`config.mk`:
```
export PLATFORM = sky130hd
export DESIGN_NAME = pwp_generator
export DESIGN_NICKNAME = d
export VERILOG_FILES = /design/src/rtl/pwp_pkg.sv /design/src/rtl/pwp_fault_path.sv /design/src/rtl/pwp_generator.sv
export VERILOG_INCLUDE_DIRS = /design/src /design/src/rtl
export SDC_FILE = /design/constraint.sdc
export NUM_CORES = 1
export LEC_CHECK = 0
export ABC_AREA = 1
export BUFFER_PORTS_ARGS = -buffer_cell sky130_fd_sc_hd__buf_2
export CAP_MARGIN = 20
export CORE_MARGIN = 2
export CORE_UTILIZATION = 55
export CTS_BUF_LIST = sky130_fd_sc_hd__clkbuf_4
export DETAILED_ROUTE_END_ITERATION = 8
export GPL_ROUTABILITY_DRIVEN = 0
export GPL_TIMING_DRIVEN = 0
export PLACE_DENSITY = 0.76
export SLEW_MARGIN = 15
export SYNTH_ARGS = -nofsm -noshare
export SYNTH_HDL_FRONTEND = slang
export SYNTH_HIERARCHICAL = 1
export SYNTH_SLANG_ARGS = --single-unit
```
`constraint.sdc`:
```
create_clock -name clk -period 6.37 [get_ports clk]
set_input_delay 0.637 -clock clk [delete_from_list [all_inputs] [get_ports clk]]
set_output_delay 0.637 -clock clk [all_outputs]
set_load 0.01 [all_outputs]
```
`src/rtl/pwp_cfg.svh`:
```
`ifndef PWP_CFG_SVH
`define PWP_CFG_SVH

// Register addresses (byte addresses, one word each)
`define PWP_ADDR_TB_CTRL      8'h00
`define PWP_ADDR_GEN_CTRL     8'h04
`define PWP_ADDR_FAULT_CTRL   8'h08
`define PWP_ADDR_PERIOD       8'h0c
`define PWP_ADDR_DUTY         8'h10
`define PWP_ADDR_PHASE        8'h14
`define PWP_ADDR_STATUS       8'h18

// Time base control fields
`define PWP_TB_ENABLE_BIT     15
`define PWP_TB_IDLE_STOP_BIT  13

// Generator control fields
`define PWP_GEN_INDEP_BIT     9
`define PWP_GEN_MODE_LO       2
`define PWP_GEN_MODE_HI       3
`define PWP_GEN_EXT_RST_BIT   1

// Fault and limit control fields
`define PWP_FLT_OVR_LO        0
`define PWP_FLT_OVR_HI        1
`define PWP_FLT_ENABLE_BIT    2
`define PWP_LIM_POL_BIT       9
`define PWP_LIM_SRC_LO        10
`define PWP_LIM_SRC_HI        14

// Reset values
`define PWP_RST_PERIOD        16'hfff8
`define PWP_RST_WORD          16'h0000
`define PWP_RST_MODE          2'h0

// Misc widths
`define PWP_LIM_COUNT         32
`define PWP_DATA_W            16

`endif

```
`src/rtl/pwp_pkg.sv`:
```
package pwp_pkg;

  // Output mode of the generator
  typedef enum logic [1:0] {
    PWP_MODE_COMPL,
    PWP_MODE_PUSH_PULL,
    PWP_MODE_INDEP,
    PWP_MODE_RSVD
  } pwp_mode_type;

  // Register bus request bundle
  typedef struct packed {
    logic [7:0]  addr;
    logic [15:0] wdata;
    logic        wr;
    logic        rd;
  } pwp_bus_type;

  // Pair of pin levels (high side, low side)
  typedef struct packed {
    logic hi;
    logic lo;
  } pwp_pins_type;

endpackage

```
`src/rtl/pwp_fault_path.sv`:
```
`timescale 1ns/100ps
`include "pwp_cfg.svh"

// Fault path: purely combinational so it keeps working while the
// gated core clock is stopped in sleep or stopped idle.
module pwp_fault_path (
  // Fault pin and configuration
  input  wire logic                  fault_n,
  input  wire logic                  fault_enable,
  input  wire logic                  module_on,
  // Levels from the gated generator and from the port latches
  input  wire pwp_pkg::pwp_pins_type gen_pins,
  input  wire pwp_pkg::pwp_pins_type gpio_pins,
  input  wire pwp_pkg::pwp_pins_type fault_override_value,
  // Resulting pins and wake request
  output pwp_pkg::pwp_pins_type      pins,
  output logic                       fault_active,
  output logic                       wake_request
);
  import pwp_pkg::*;

  // Fault is a low level on the pin, no clock in the path
  assign fault_active = fault_enable & ~fault_n; // see [RULE_23]

  // Wake request runs alongside the fault interrupt request
  assign wake_request = fault_active; // see [RULE_03]

  // Fault override beats everything, then ownership decides the source
  always_comb begin
    if (fault_active) begin
      pins = fault_override_value; // see [RULE_22] see [RULE_02] see [RULE_07]
    end else if (module_on) begin
      pins = gen_pins;
    end else begin
      pins = gpio_pins; // see [RULE_08]
    end
  end

endmodule

```
`src/rtl/pwp_generator.sv`:
```
`timescale 1ns/100ps
`include "pwp_cfg.svh"

// Behaviour
// [RULE_01] Sleep stops time base, outputs hold level
// [RULE_02] Fault low forces override values in sleep
// [RULE_03] Fault during sleep raises wake request
// [RULE_04] Software makes outputs safe before sleep
// [RULE_05] Idle stop bit gates clocks in idle
// [RULE_06] Registers inaccessible while stopped in idle
// [RULE_07] Stopped idle acts like sleep, fault live
// [RULE_08] Idle returns pins to port bits
// [RULE_09] Software disables outputs before idle
// [RULE_10] External reset enable lets signal reset counter
// [RULE_11] Independent select uses own time base
// [RULE_12] No external reset on master base
// [RULE_13] Limit source select picks reset signal
// [RULE_14] Polarity bit picks active reset edge
// [RULE_15] Complementary: low side inverts high side
// [RULE_16] Push-pull alternates sides each period
// [RULE_17] Push-pull phases share one duty
// [RULE_18] Phase offset added to master count
// [RULE_19] Phase offset in all master-base modes
// [RULE_20] Current reset only after duty completes
// [RULE_21] Without reset, period ends at phase value
// [RULE_22] Active fault overrides every other source
// [RULE_23] Fault path independent of gated clock
// [RULE_24] External reset restarts counter, new cycle
module pwp_generator (
  // Clock and reset
  input  wire logic                  clk,
  input  wire logic                  rst,
  // Register port
  input  wire pwp_pkg::pwp_bus_type  bus,
  output logic [15:0]                rdata,
  // Power-save state of the system
  input  wire logic                  sleep_mode,
  input  wire logic                  idle_mode,
  // Master time base count from the shared timer
  input  wire logic [15:0]           master_count,
  // Current-limit comparator inputs
  input  wire logic [31:0]           limit_in,
  // Fault pin, active low
  input  wire logic                  fault_n,
  // Port latches sharing the pins
  input  wire pwp_pkg::pwp_pins_type gpio_pins,
  // Pins and core signals
  output pwp_pkg::pwp_pins_type      pins,
  output logic                       fault_active,
  output logic                       wake_request
);
  import pwp_pkg::*;

  // Software registers
  logic [15:0]           timebase_control;    // Enable, idle stop
  logic [15:0]           generator_control;   // Mode, independent, ext reset
  logic [15:0]           fault_limit_control; // Fault data, limit source
  logic [15:0]           period;              // Master period (unused locally)
  logic [15:0]           duty;                // Duty value
  logic [15:0]           phase_offset;        // Phase or independent period

  // Generator state
  logic [15:0]           local_count;         // Independent time base
  logic                  push_side;           // Push-pull: 0 high, 1 low
  logic                  limit_prev;          // Previous limit sample
  logic [15:0]           prev_eff;            // Previous effective count
  pwp_pins_type          gen_pins;            // Registered generator levels

  // Decoded controls
  logic                  tb_enable;
  logic                  idle_stop_select;
  logic                  independent_base_select;
  logic                  external_reset_enable;
  logic [4:0]            limit_source_select;
  logic                  limit_edge_polarity;
  pwp_mode_type          mode;
  pwp_pins_type          fault_override_value;
  logic                  fault_enable;

  // Derived state
  logic                  core_run;            // Gated module clock enable
  logic                  module_on;           // PWM owns the pins
  logic                  reg_access;          // Registers reachable
  logic [15:0]           eff_count;           // Count fed to the comparator
  logic                  period_start;        // Count just wrapped or restarted
  logic                  limit_sel;
  logic                  limit_edge;
  logic                  ext_reset;
  logic                  pulse;               // Raw comparator output
  logic [15:0]           next_local_count;
  pwp_pins_type          next_gen_pins;

  assign tb_enable               = timebase_control[`PWP_TB_ENABLE_BIT];
  assign idle_stop_select        = timebase_control[`PWP_TB_IDLE_STOP_BIT];
  assign independent_base_select = generator_control[`PWP_GEN_INDEP_BIT];
  assign external_reset_enable   = generator_control[`PWP_GEN_EXT_RST_BIT];
  assign mode = pwp_mode_type'(generator_control[`PWP_GEN_MODE_HI:`PWP_GEN_MODE_LO]);
  assign limit_source_select = fault_limit_control[`PWP_LIM_SRC_HI:`PWP_LIM_SRC_LO];
  assign limit_edge_polarity = fault_limit_control[`PWP_LIM_POL_BIT];
  assign fault_override_value = fault_limit_control[`PWP_FLT_OVR_HI:`PWP_FLT_OVR_LO];
  assign fault_enable         = fault_limit_control[`PWP_FLT_ENABLE_BIT];

  // Core stops in sleep, and in idle only when idle stop is selected
  assign core_run = ~sleep_mode & ~(idle_mode & idle_stop_select); // see [RULE_01] see [RULE_05]

  // Any idle hands the pins back to the port bits
  assign module_on = tb_enable & ~idle_mode; // see [RULE_08]

  // Stopped idle (and sleep) cuts the registers off from the core
  assign reg_access = core_run; // see [RULE_06]

  // Rising/falling compare of selected limit line
  assign limit_sel  = limit_in[limit_source_select]; // see [RULE_13]
  // Polarity 0 chooses rising, 1 chooses falling
  assign limit_edge = limit_edge_polarity ? (limit_prev & ~limit_sel)
                                          : (~limit_prev & limit_sel); // see [RULE_14]

  // Reset honoured only in independent mode and after duty is done;
  // on the master base the combination is undefined, so it is ignored
  assign ext_reset = external_reset_enable & independent_base_select & limit_edge
                     & (local_count >= duty); // see [RULE_10] see [RULE_20] see [RULE_12]

  // Independent count wraps at the phase register value
  always_comb begin
    if (ext_reset) begin
      next_local_count = 16'h0000; // see [RULE_24]
    end else if (local_count >= phase_offset) begin
      next_local_count = 16'h0000; // see [RULE_21]
    end else begin
      next_local_count = local_count + 16'h0001;
    end
  end

  // Count the comparator sees: own base, or master plus phase
  assign eff_count = independent_base_select ? local_count          // see [RULE_11]
                                             : master_count + phase_offset; // see [RULE_18] see [RULE_19]

  // A new period starts when the count goes back below its old value or is zero
  assign period_start = (eff_count < prev_eff) || (eff_count == 16'h0000);

  // Edge-aligned comparator, same duty for every side
  assign pulse = eff_count < duty; // see [RULE_17]

  // Route the pulse according to output mode
  always_comb begin
    unique case (mode)
      PWP_MODE_COMPL: begin
        next_gen_pins.hi = pulse;
        next_gen_pins.lo = ~pulse; // see [RULE_15]
      end
      PWP_MODE_PUSH_PULL: begin
        // Only one side fires, the other rests low; the side flips on the
        // start cycle itself so no period is split across both pins
        next_gen_pins.hi = pulse & ~(push_side ^ period_start); // see [RULE_16]
        next_gen_pins.lo = pulse & (push_side ^ period_start);  // see [RULE_16]
      end
      default: begin
        next_gen_pins.hi = pulse;
        next_gen_pins.lo = pulse;
      end
    endcase
  end

  // Register writes, only while the core clock runs
  always_ff @(posedge clk) begin
    if (rst) begin
      timebase_control    <= `PWP_RST_WORD;
      generator_control   <= `PWP_RST_WORD;
      fault_limit_control <= `PWP_RST_WORD;
      period              <= `PWP_RST_PERIOD;
      duty                <= `PWP_RST_WORD;
      phase_offset        <= `PWP_RST_WORD;
    end else if (bus.wr && reg_access) begin // see [RULE_06]
      unique case (bus.addr)
        `PWP_ADDR_TB_CTRL:    timebase_control    <= bus.wdata;
        `PWP_ADDR_GEN_CTRL:   generator_control   <= bus.wdata;
        `PWP_ADDR_FAULT_CTRL: fault_limit_control <= bus.wdata;
        `PWP_ADDR_PERIOD:     period              <= bus.wdata;
        `PWP_ADDR_DUTY:       duty                <= bus.wdata;
        `PWP_ADDR_PHASE:      phase_offset        <= bus.wdata;
        default: begin
          // Unmapped or read-only: ignored
        end
      endcase
    end
  end

  // Read data one cycle after the strobe; zero when blocked or unmapped
  always_ff @(posedge clk) begin
    if (rst) begin
      rdata <= `PWP_RST_WORD;
    end else if (bus.rd && reg_access) begin
      unique case (bus.addr)
        `PWP_ADDR_TB_CTRL:    rdata <= timebase_control;
        `PWP_ADDR_GEN_CTRL:   rdata <= generator_control;
        `PWP_ADDR_FAULT_CTRL: rdata <= fault_limit_control;
        `PWP_ADDR_PERIOD:     rdata <= period;
        `PWP_ADDR_DUTY:       rdata <= duty;
        `PWP_ADDR_PHASE:      rdata <= phase_offset;
        `PWP_ADDR_STATUS:     rdata <= {11'h000, push_side, fault_active,
                                        module_on, gen_pins};
        default:              rdata <= `PWP_RST_WORD;
      endcase
    end else begin
      rdata <= `PWP_RST_WORD;
    end
  end

  // Independent time base; frozen whenever the core clock is gated
  always_ff @(posedge clk) begin
    if (rst) begin
      local_count <= `PWP_RST_WORD;
    end else if (core_run && tb_enable) begin // see [RULE_01]
      local_count <= next_local_count;
    end
  end

  // Limit edge history, sampled only with the running core
  always_ff @(posedge clk) begin
    if (rst) begin
      limit_prev <= 1'b0;
      prev_eff   <= `PWP_RST_WORD;
    end else if (core_run && tb_enable) begin
      limit_prev <= limit_sel;
      prev_eff   <= eff_count;
    end
  end

  // Push-pull side flips at each new period
  always_ff @(posedge clk) begin
    if (rst) begin
      push_side <= 1'b0;
    end else if (core_run && tb_enable && period_start) begin
      push_side <= ~push_side; // see [RULE_16]
    end
  end

  // Output levels hold their last value while the core is stopped
  always_ff @(posedge clk) begin
    if (rst) begin
      gen_pins <= `PWP_RST_MODE;
    end else if (core_run && tb_enable) begin // see [RULE_01]
      gen_pins <= next_gen_pins;
    end
  end

  // Clock-free fault path and pin ownership
  pwp_fault_path u_fault (
    .fault_n              (fault_n),
    .fault_enable         (fault_enable),
    .module_on            (module_on),
    .gen_pins             (gen_pins),
    .gpio_pins            (gpio_pins),
    .fault_override_value (fault_override_value),
    .pins                 (pins),
    .fault_active         (fault_active),
    .wake_request         (wake_request)
  );

endmodule

```
==> results.toml, run 1 <==
[setup_path]
timing.rr.start = "phase_offset[0]$_SDFFE_PP0P_"
startpoint_type = "flip-flop"
critical_path.max_fanout = 5
reg2regPathDepth = 19
r2r-end = "gen_pins[0]$_SDFFE_PP0P_"
crit_slowest_cell = "dfxtp_1"
cp.arrival_ps = 4120
crit_chain = "ha_1, inv_1, fa_1, inv_1, nand3_1, nand3_1, nand3_1, nand4_1, nand3_1, o21ai_0, inv_1, ha_1, a21oi_1, nor2_1, a211oi_1, a21boi_1, nand4_1, nand3_1, a21oi_1"
critPathRequiredTime_ps = 6820
worst_setup_path_end_kind = "flip-flop"
setup.worst_path.class = "reg2reg"
critPathMaxStageDelay_ps = 450
crit_top_cell = "nand3_1"
r2r_slack_ps = 2700

[pwr]
power.leakage_nw = 4.39
seqPwrFrac_pct = 52.7
swShare_pct = 24.8
p_total_mw = 1.76
power_density_nw_per_um2 = 178
vdd.ir_drop.worst_v = 0.000142
switchingPower_mw = 0.436
p_comb_share_pct = 8.3
internal-power_mw = 1.32
clkPwrFrac_pct = 39.0

[grt]
busiest_layer = "met2"
overflow = 0
track_usage_pct = 33.0
grt_max_degree = 17
use_met3_pct = 6.47
grt_pass1_wl_mm = 43.3
grt_pass1_vias = 8586
use_met1_pct = 41.0
met2_usage_pct = 56.4
antenna_found_initial = 1

[sta]
maxSlewViolCount = 0
finClkSkew_ps = 23.6
period_share_pct = 57.7
setup_slack_ps = 2700
worst_pin_slew_ps = 790
grt_setup_unrepaired = "false"
hold_violations = 0
fmaxAchievable_mhz = 272
finalSetupTns_ps = 0
setup_viol = 0
slew_headroom_pct = 47.1
min_period_ps = 3670

[cells_and_area]
layout.nets = 1527
layout.cells.non_filler = 1601
areaGrowthSynthToFinish_pct = 12.5
drive_above_1_share_pct = 12.4
utilization_pct = 62.8

[logic_synthesis]
seq_area_frac_synth_pct = 33.7
syn_inst = 1252
ys_ff_latch = 148
yosys_most_used_dff = "dfxtp_1"
synth_top_family_by_area = "compound AO/OA/AOI/OAI gates"
netlist.area_leader.share_pct = 33.7
synth_area_leaders = "dfxtp_1, ha_1, nand2_1"
synthSimpleGateAreaFrac_pct = 19.9
synth.mux.area_fraction_pct = 0
synth.largest_area_cell = "dfxtp_1"
synth-compound-area-share_pct = 24.3
async_reset_ff_share_pct = 0
yosysWarnings = 6
synth.distinct_cells = 48
synth-edff-count = 0
synth.avg_cell_area_um2 = 7.03
synthesis.nets = 1408
synth_fa_ha_area_share_pct = 10.7
synth_area_um2 = 8800
synth_xor_xnor_area_share_pct = 1.19

[clocking]
cts-root-buf = "clkbuf_4"
cts.clk_slew.worst_paths_ps = 110
cts_hold_buf = 0
postCtsSetupBuffers = 0
cts-htree-levels = 4
cts_buffer_depth = 2
post_cts_resized = 0
cts_tree = "built"
clk_latency_ps = 580
clock_sinks = 148
numCtsBuffers = 17

[detailed_routing]
drcViolationCount = 0
routed_wl_mm = 27.8
drt_pass1_iterations = 6
detail_route.wl_per_cell_um = 17.3
drtIter0Drc = 833
ant_nets = 0
vias = 9095
viasPerCell = 5.68

[placement]
hpwl_mm = 21.7
dp.cells = 1568
io_buffer_count = 100
pre_cts_ws_ps = 2500

[floorplanning]
core-area_um2 = 15800
io_pins = 101
fp.dieW_um = 131
die_area_um2 = 17000
die_y_um = 131
start_util_pct = 55.8
rows = 46

[worst_hold_path]
hp-start = "bus[14]"
hold_end = "period[12]$_SDFFE_PP1P_"
hold-path-cell-count = 3
min_path_type = "in2reg"

[run_status]
status = "finished clean"

[run]
cap_violations = 0
==> critical path, delay by kind of cell (launching register included) <==
family | cells | cell delay, ps
compound gates | 5 | 1060
simple gates | 8 | 820
fa+ha+maj | 3 | 810
flops | 1 | 450
buf+inv | 3 | 400
==> per-layer routing <==
layer	wire (um)	up-vias
li1	-	4478
met1	11600	4181
met2	13300	370
met3	1980	66
met4	898	0
met5	0	-
==> area by class of cell <==
cell class | instances | area [um2]
fillers | 1552 | 5870
multi-input cells | 876 | 4940
flip-flops and latches | 148 | 2960
inverters | 177 | 667
repair buffers | 100 | 500
well taps | 216 | 270
plain buffers | 51 | 230
clock inverters | 14 | 190
clock buffers | 18 | 135
diodes | 1 | 2.50
==> power groups by stage <==
stage                     Sequential [mW]  Clock [mW]  Combinational (mW)
final                               0.927       0.687               0.147
after global placement              0.948           0               0.141
after detailed placement            0.948           0               0.143
after CTS                           0.927       0.685               0.144
after global routing                0.927       0.726               0.163
after floorplan                     0.947           0              0.0819
==> cell usage after synthesis, types with 2 or more instances <==
library cell  instances
a2111oi_0             3
a211oi_1             22
a21oi_1             146
a21oi_2               4
a221oi_1             10
a31oi_1               2
a32o_1                2
a41oi_1               7
buf_2                 7
buf_4                 4
buf_6                 2
clkbuf_1             38
clkinv_1              4
dfxtp_1             148
ha_1                 74
inv_1               166
inv_2                 6
nand2_1             212
nand2_2               8
nand3_1              57
nand3_2               2
nand3b_1              4
nand4_1               8
nor2_1               98
nor2_2                5
nor3_1               15
o211ai_1             15
o21a_1                3
o21ai_0             128
o21ai_1               8
o221ai_1              7
o22ai_1              11
xnor2_1               3
xor2_1                9
==> flip-flops by register name, summed over array words and instances, names as in the netlist <==
name                 count
generator_control       16
duty                    16
gen_pins                 2
timebase_control        16
push_side                1
limit_prev               1
period                  16
rdata                   16
prev_eff                16
fault_limit_control     16
local_count             16
phase_offset            16
==> layout by cell type, fill, tap and decap left out, types with 4 or more instances in the layout <==
master,instances
nand2_1,212
inv_1,166
dfxtp_1,148
a21oi_1,146
o21ai_0,128
buf_2,107
nor2_1,98
ha_1,74
nand3_1,57
clkbuf_1,38
a211oi_1,22
clkbuf_4,18
nor3_1,15
o211ai_1,15
o22ai_1,11
a221oi_1,10
xor2_1,9
nand2_2,8
clkinv_1,8
o21ai_1,8
nand4_1,8
a41oi_1,7
o221ai_1,7
inv_2,6
nor2_2,5
clkinv_2,5
bufinv_16,5
a21oi_2,4
nand3b_1,4
buf_4,4
==> logic make-up after synthesis <==
group | after synthesis
adders and majority gates | 75
buffers and inverters | 228
and+or+nand+nor | 414
AOI/OAI and AO/OA | 375
xor gates and xnor gates | 12
DFF | 148
==> how the worst max path moves through the flow <==
stage	start	end	slack [ps]	cells after the start
5_1_grt	phase_offset[0]$_SDFFE_PP0P_	gen_pins[0]$_SDFFE_PP0P_	2420	19
3_3_place_gp	master_count[0]	gen_pins[0]$_SDFFE_PP0P_	2530	20
2_1_floorplan	master_count[2]	gen_pins[1]$_SDFFE_PP0P_	3260	28
6_report	phase_offset[0]$_SDFFE_PP0P_	gen_pins[0]$_SDFFE_PP0P_	2700	19
4_1_cts	phase_offset[0]$_SDFFE_PP0P_	gen_pins[0]$_SDFFE_PP0P_	2770	19
3_5_place_dp	master_count[0]	gen_pins[0]$_SDFFE_PP0P_	2500	20
==> through the flow <==
step	hold slack [ps]	area, um2
after CTS	307	9900
after global placement	456	9580
after detailed placement	461	9580
final	318	9900
after global routing	309	9900
after floorplan	436	8800
(Power assumes the default switching activity.)
==> run 2: changes to the inputs <==
ABC_AREA = 0   (was 1)
PLACE_DENSITY = 0.79   (was 0.76)
clock period = 3.02 ns   (was 6.37 ns; I/O delays follow)
==> run 2 against run 1 <==
  * The flow now finishes with violations (negative setup slack)
  * Combinational power grew 130%
  * Maximum frequency down 11%
  * Clock power is 73% higher
  * Register-to-register slack got worse by 3800 ps
  * Synthesized cell count fell by 14%
  * Flip-flop and latch count is the same
  * Setup slack worse by 3800 ps
  * Final cell count shrank 10%
  * Sequential power increased by 110%
==> results.toml, run 2 <==
[sta]
finalSetupTns_ps = -3170
setup_slack_ps = -1090
finClkSkew_ps = 13.6
fmaxAchievable_mhz = 244
maxSlewViolCount = 0
worst_pin_slew_ps = 1120
period_share_pct = 136
grt_setup_unrepaired = "true"
min_period_ps = 4110
whs_ps = 43.1
setup_viol = 3
slew_headroom_pct = 24.6
hold_violations = 0

[logic_synthesis]
yosysMostFrequentCell = "nand2_1"
yosysWarnings = 6
seq_area_frac_synth_pct = 33.7
synth.avg_cell_area_um2 = 8.14
yosys_most_used_dff = "dfxtp_1"
synth.distinct_cells = 72
synth.largest_area_cell = "dfxtp_1"
synthesis.nets = 1236
synth_area_leaders = "dfxtp_1, ha_1, nand2_1"
synth-edff-count = 0
netlist.area_leader.share_pct = 33.7
syn_inst = 1080
synth_area_um2 = 8800
synthTopCellsByCount = "nand2_1, dfxtp_1, a21oi_1"
ys_ff_latch = 148
async_reset_ff_share_pct = 0

[setup_path]
critical_path.max_fanout = 4
r2r-end = "gen_pins[1]$_SDFFE_PP0P_"
startpoint_type = "flip-flop"
setup.worst_path.class = "reg2reg"
timing.rr.start = "phase_offset[0]$_SDFFE_PP0P_"
reg2regPathDepth = 18
critPathRequiredTime_ps = 3430
worst_setup_path_end_kind = "flip-flop"
r2r_slack_ps = -1090
cp.arrival_ps = 4520

[placement]
hpwl_mm = 20.0
io_buffer_count = 98

[detailed_routing]
viasPerCell = 5.97
vias = 8590
drtIter0Drc = 785
drt_pass1_iterations = 6
drcViolationCount = 0
routed_wl_mm = 26.7
detail_route.wl_per_cell_um = 18.6
ant_nets = 0

[grt]
grt_pass1_vias = 8087
overflow = 0
antenna_found_initial = 0
grt_pass1_wl_mm = 40.8
grt_max_degree = 17
track_usage_pct = 30.7

[worst_hold_path]
hold_end = "phase_offset[0]$_SDFFE_PP0P_"
hp-start = "bus[2]"
hold-path-cell-count = 3
min_path_type = "in2reg"

[clocking]
clk_latency_ps = 540
clock_sinks = 148
cts-root-buf = "clkbuf_4"
cts_hold_buf = 0
numCtsBuffers = 17
cts_buffer_depth = 2
cts_tree = "built"
cts.clk_slew.worst_paths_ps = 130
cts-htree-levels = 4

[cells_and_area]
layout_common_cells = "nand2_1, dfxtp_1, a21oi_1"
layout.nets = 1367
drive_above_1_share_pct = 19.4
utilization_pct = 64.7
final_common_cell = "nand2_1"
diodes = 0
areaGrowthSynthToFinish_pct = 16.1
fill_cells = 1427

[run]
cap_violations = 0

[pwr]
power.leakage_nw = 3.75
power_density_nw_per_um2 = 341
vdd.ir_drop.worst_v = 0.000222

[floorplanning]
die_area_um2 = 17000
fp.dieW_um = 130
die_y_um = 130
io_pins = 101
start_util_pct = 55.8
rows = 46
core-area_um2 = 15800

[run_status]
violations = "negative setup slack"
status = "complete, but fails checks"
## run 2: cell types whose count changed after synthesis, moves of 22 or more
cell and delta:
mux2i_1 +22, nand3_1 -47, o21ai_0 -107, inv_1 -109, nor2_1 -41, nor2b_1 +24
## run 2: layout make-up
cell class | count | area, um2 | area share [%]
plain buffers | 58 | 239 | 2.34
multi-input cells | 815 | 5630 | 55.2
flip-flops and latches | 148 | 2980 | 29.1
repair buffers | 114 | 618 | 6.05
clock buffers | 19 | 143 | 1.40
inverters | 57 | 214 | 2.10
clock inverters | 13 | 116 | 1.14
well taps | 216 | 270 | 2.65
## run 2: cells by family after synthesis
| kind of cell | after synthesis | synth area share [%] |
|---|---|---|
| XOR/XNOR | 21 | 2.09 |
| adder cells (fa/ha/maj) | 78 | 11.1 |
| flip-flops | 148 | 33.7 |
| multiplexers | 50 | 7.37 |
| AO/OA/AOI/OAI | 274 | 20.2 |
| AND/OR/NAND/NOR | 392 | 20.5 |
| buffers and inverters | 117 | 5.13 |
## run 2: metrics by stage
stage | cell area, um2 | setup WS (ps) | std cells | total power, mW
2_1_floorplan | 8830 | -908 | 1080 | 2.17
5_1_grt | 10200 | -1160 | 1440 | 3.59
4_1_cts | 10100 | -1100 | 1436 | 3.46
3_5_place_dp | 9590 | -1440 | 1394 | 2.30
6_report | 10200 | -1090 | 1440 | 3.48
3_3_place_gp | 9590 | -1360 | 1394 | 2.29
## run 2: how the worst max path moves through the flow
stage	startpoint	endpoint	slack, ps
floorplan	phase_offset[0]$_SDFFE_PP0P_	gen_pins[1]$_SDFFE_PP0P_	-910
global placement	master_count[4]	gen_pins[1]$_SDFFE_PP0P_	-1360
detailed placement	master_count[4]	gen_pins[1]$_SDFFE_PP0P_	-1440
CTS	phase_offset[0]$_SDFFE_PP0P_	gen_pins[1]$_SDFFE_PP0P_	-1100
global route	phase_offset[0]$_SDFFE_PP0P_	gen_pins[1]$_SDFFE_PP0P_	-1160
finish	phase_offset[0]$_SDFFE_PP0P_	gen_pins[1]$_SDFFE_PP0P_	-1090
## run 2: layer usage
metal	vias up	global-route usage [%]	routed length (um)
met5	-	0	0
met4	0	14.2	1020
met3	77	5.01	2040
met2	402	50.5	12600
met1	4015	39.9	11000
li1	4096	-	-
## run 2: where the power goes
part	switching (mW)	total (mW)	internal, mW	leakage, nW
sequential	0.000926	1.95	1.95	1.20
clock	0.704	1.19	0.490	0.136
combinational	0.199	0.333	0.135	2.42
## run 2: what timing repair did
action | 4_1_cts | 5_1_grt
pin swaps | 13 | 16
setup buffers | 11 | 4
setup endpoints to repair | 19 | 22
resized for setup | 27 | 37
gates cloned | 0 | 1
## run 2: critical path, stage by stage, from the launching register on
cell	delay (ps)
dfxtp_4	400
ha_4	140
inv_2	40
fa_2	410
nor2b_4	180
o2111ai_4	130
a32o_2	320
o31ai_4	200
mux2_4	340
a21o_1	230
ha_4	230
nor2b_1	120
o21ai_1	120
nand2b_1	110
or2_4	250
o211a_4	250
or3_4	330
o2111ai_2	90
a21oi_1	90
==> run 3: changes to the inputs <==
PLACE_DENSITY = 0.76   (was 0.79)
clock period = 5.2 ns   (was 3.02 ns; I/O delays follow)
==> run 3 against run 2 <==
  * The flow now finishes without violations
  * Register-to-register slack better by 1600 ps
  * Final cell count down 0.83%
  * Clock skew up 2.0 ps
  * Critical path type unchanged
==> results.toml, run 3 (synthesis gave the netlist of run 2 again) <==
[run_status]
status = "finished clean"

[grt]
antenna_found_initial = 1
track_usage_pct = 31.0
grt_pass1_vias = 7821
grt_pass1_wl_mm = 41.0
grt_max_degree = 17
overflow = 0

[pwr]
power_density_nw_per_um2 = 211
switchingPower_mw = 0.539
swShare_pct = 25.9
clkPwrFrac_pct = 36.8
p_comb_share_pct = 8.7
internal-power_mw = 1.54
vdd.ir_drop.worst_v = 0.000163
seqPwrFrac_pct = 54.6
power.leakage_nw = 3.66

[sta]
worst_pin_slew_ps = 987
finClkSkew_ps = 15.5
period_share_pct = 90.8
grt_setup_unrepaired = "false"
min_period_ps = 4720
finalSetupTns_ps = 0
maxSlewViolCount = 0
slew_headroom_pct = 33.7
setup_viol = 0
fmaxAchievable_mhz = 212
hold_violations = 0

[cells_and_area]
multiInputGateArea_um2 = 5380
layout_common_cells = "nand2_1, dfxtp_1, a21oi_1"
areaGrowthSynthToFinish_pct = 12.1
fill_cells = 1472
final_common_cell = "nand2_1"
drive_above_1_share_pct = 14.5
layout.nets = 1354
final_cell_area_um2 = 9860
seqCellArea_um2 = 2960
utilization_pct = 62.5

[floorplanning]
rows = 46
die_area_um2 = 17000
io_pins = 101
die_y_um = 130
core-area_um2 = 15800
start_util_pct = 55.8
fp.dieW_um = 130

[setup_path]
r2r-end = "gen_pins[1]$_SDFFE_PP0P_"
worst_setup_path_end_kind = "flip-flop"
cp.arrival_ps = 5170
reg2regPathDepth = 18
critPathRequiredTime_ps = 5650
critical_path.max_fanout = 4
setup.worst_path.class = "reg2reg"
startpoint_type = "flip-flop"
r2r_slack_ps = 480
timing.rr.start = "phase_offset[0]$_SDFFE_PP0P_"

[detailed_routing]
drcViolationCount = 0
vias = 8457
routed_wl_mm = 25.8
viasPerCell = 5.92
drt_pass1_iterations = 5
detail_route.wl_per_cell_um = 18.1
drtIter0Drc = 546
ant_nets = 0

[placement]
place_area_um2 = 9560
io_buffer_count = 98
hpwl_mm = 20.1

[clocking]
post_cts_resized = 0
numCtsBuffers = 17
cts_hold_buf = 0
cts.clk_slew.worst_paths_ps = 130
clock_sinks = 148
clk_latency_ps = 570
cts-root-buf = "clkbuf_4"
cts_tree = "built"
cts_buffer_depth = 2
cts-htree-levels = 4
postCtsSetupBuffers = 0

[worst_hold_path]
hp-start = "bus[2]"
hold_end = "phase_offset[0]$_SDFFE_PP0P_"
min_path_type = "in2reg"
hold-path-cell-count = 3

[run]
cap_violations = 0
==> run 3: layout make-up <==
type                    count  share of cell area (%)
diodes                      1                  0.0254
clock buffers              18                    1.37
plain buffers              60                    2.41
well taps                 216                    2.74
repair buffers             99                    5.03
inverters                  57                    2.17
clock inverters            14                    1.62
multi-input cells         815                    54.6
flip-flops and latches    148                    30.1
==> run 3: per-layer routing <==
layer | GRT usage [%] | part of all wire [%] | up-vias
li1 | - | - | 4067
met1 | 41.3 | 43 | 4010
met2 | 51.1 | 48 | 333
met3 | 5.17 | 7.1 | 47
met4 | 11.4 | 2.5 | 0
met5 | 0 | 0 | -
==> run 3: through the flow <==
stage	total power, mW	worst slack [ps]	hold slack, ps	instances
6_report	2.08	478	227	1428
5_1_grt	2.16	265	191	1428
4_1_cts	2.08	520	196	1426
3_5_place_dp	1.34	426	447	1394
3_3_place_gp	1.33	437	440	1394
2_1_floorplan	1.26	920	433	1080
==> run 3: power by group through the flow <==
stage / Combinational (mW) / Clock, mW / Sequential, mW
after global routing: 0.195 / 0.826 / 1.14
after detailed placement: 0.175 / 0 / 1.16
after floorplan: 0.0968 / 0 / 1.16
after CTS: 0.177 / 0.771 / 1.13
after global placement: 0.172 / 0 / 1.16
final: 0.180 / 0.765 / 1.13
==> run 3: worst max-delay path, cell delays in order (launching register included) <==
cell	delay, ps
dfxtp_1	490
ha_1	240
inv_1	60
fa_1	430
nor2b_4	160
o2111ai_1	180
a32o_1	320
o31ai_1	260
mux2_1	400
a21o_1	240
ha_1	310
nor2b_1	130
o21ai_0	130
nand2b_1	110
or2_2	310
o211a_1	270
or3_1	350
o2111ai_1	110
a21oi_1	90
==> run 3: worst max-delay path by stage <==
stage / depth (start not counted) / startpoint / end / slack, ps
4_1_cts: 18 / phase_offset[0]$_SDFFE_PP0P_ / gen_pins[1]$_SDFFE_PP0P_ / 520
3_3_place_gp: 19 / master_count[0] / gen_pins[1]$_SDFFE_PP0P_ / 440
3_5_place_dp: 19 / master_count[0] / gen_pins[1]$_SDFFE_PP0P_ / 430
2_1_floorplan: 18 / master_count[0] / gen_pins[1]$_SDFFE_PP0P_ / 920
5_1_grt: 18 / phase_offset[0]$_SDFFE_PP0P_ / gen_pins[1]$_SDFFE_PP0P_ / 270
6_report: 18 / phase_offset[0]$_SDFFE_PP0P_ / gen_pins[1]$_SDFFE_PP0P_ / 480
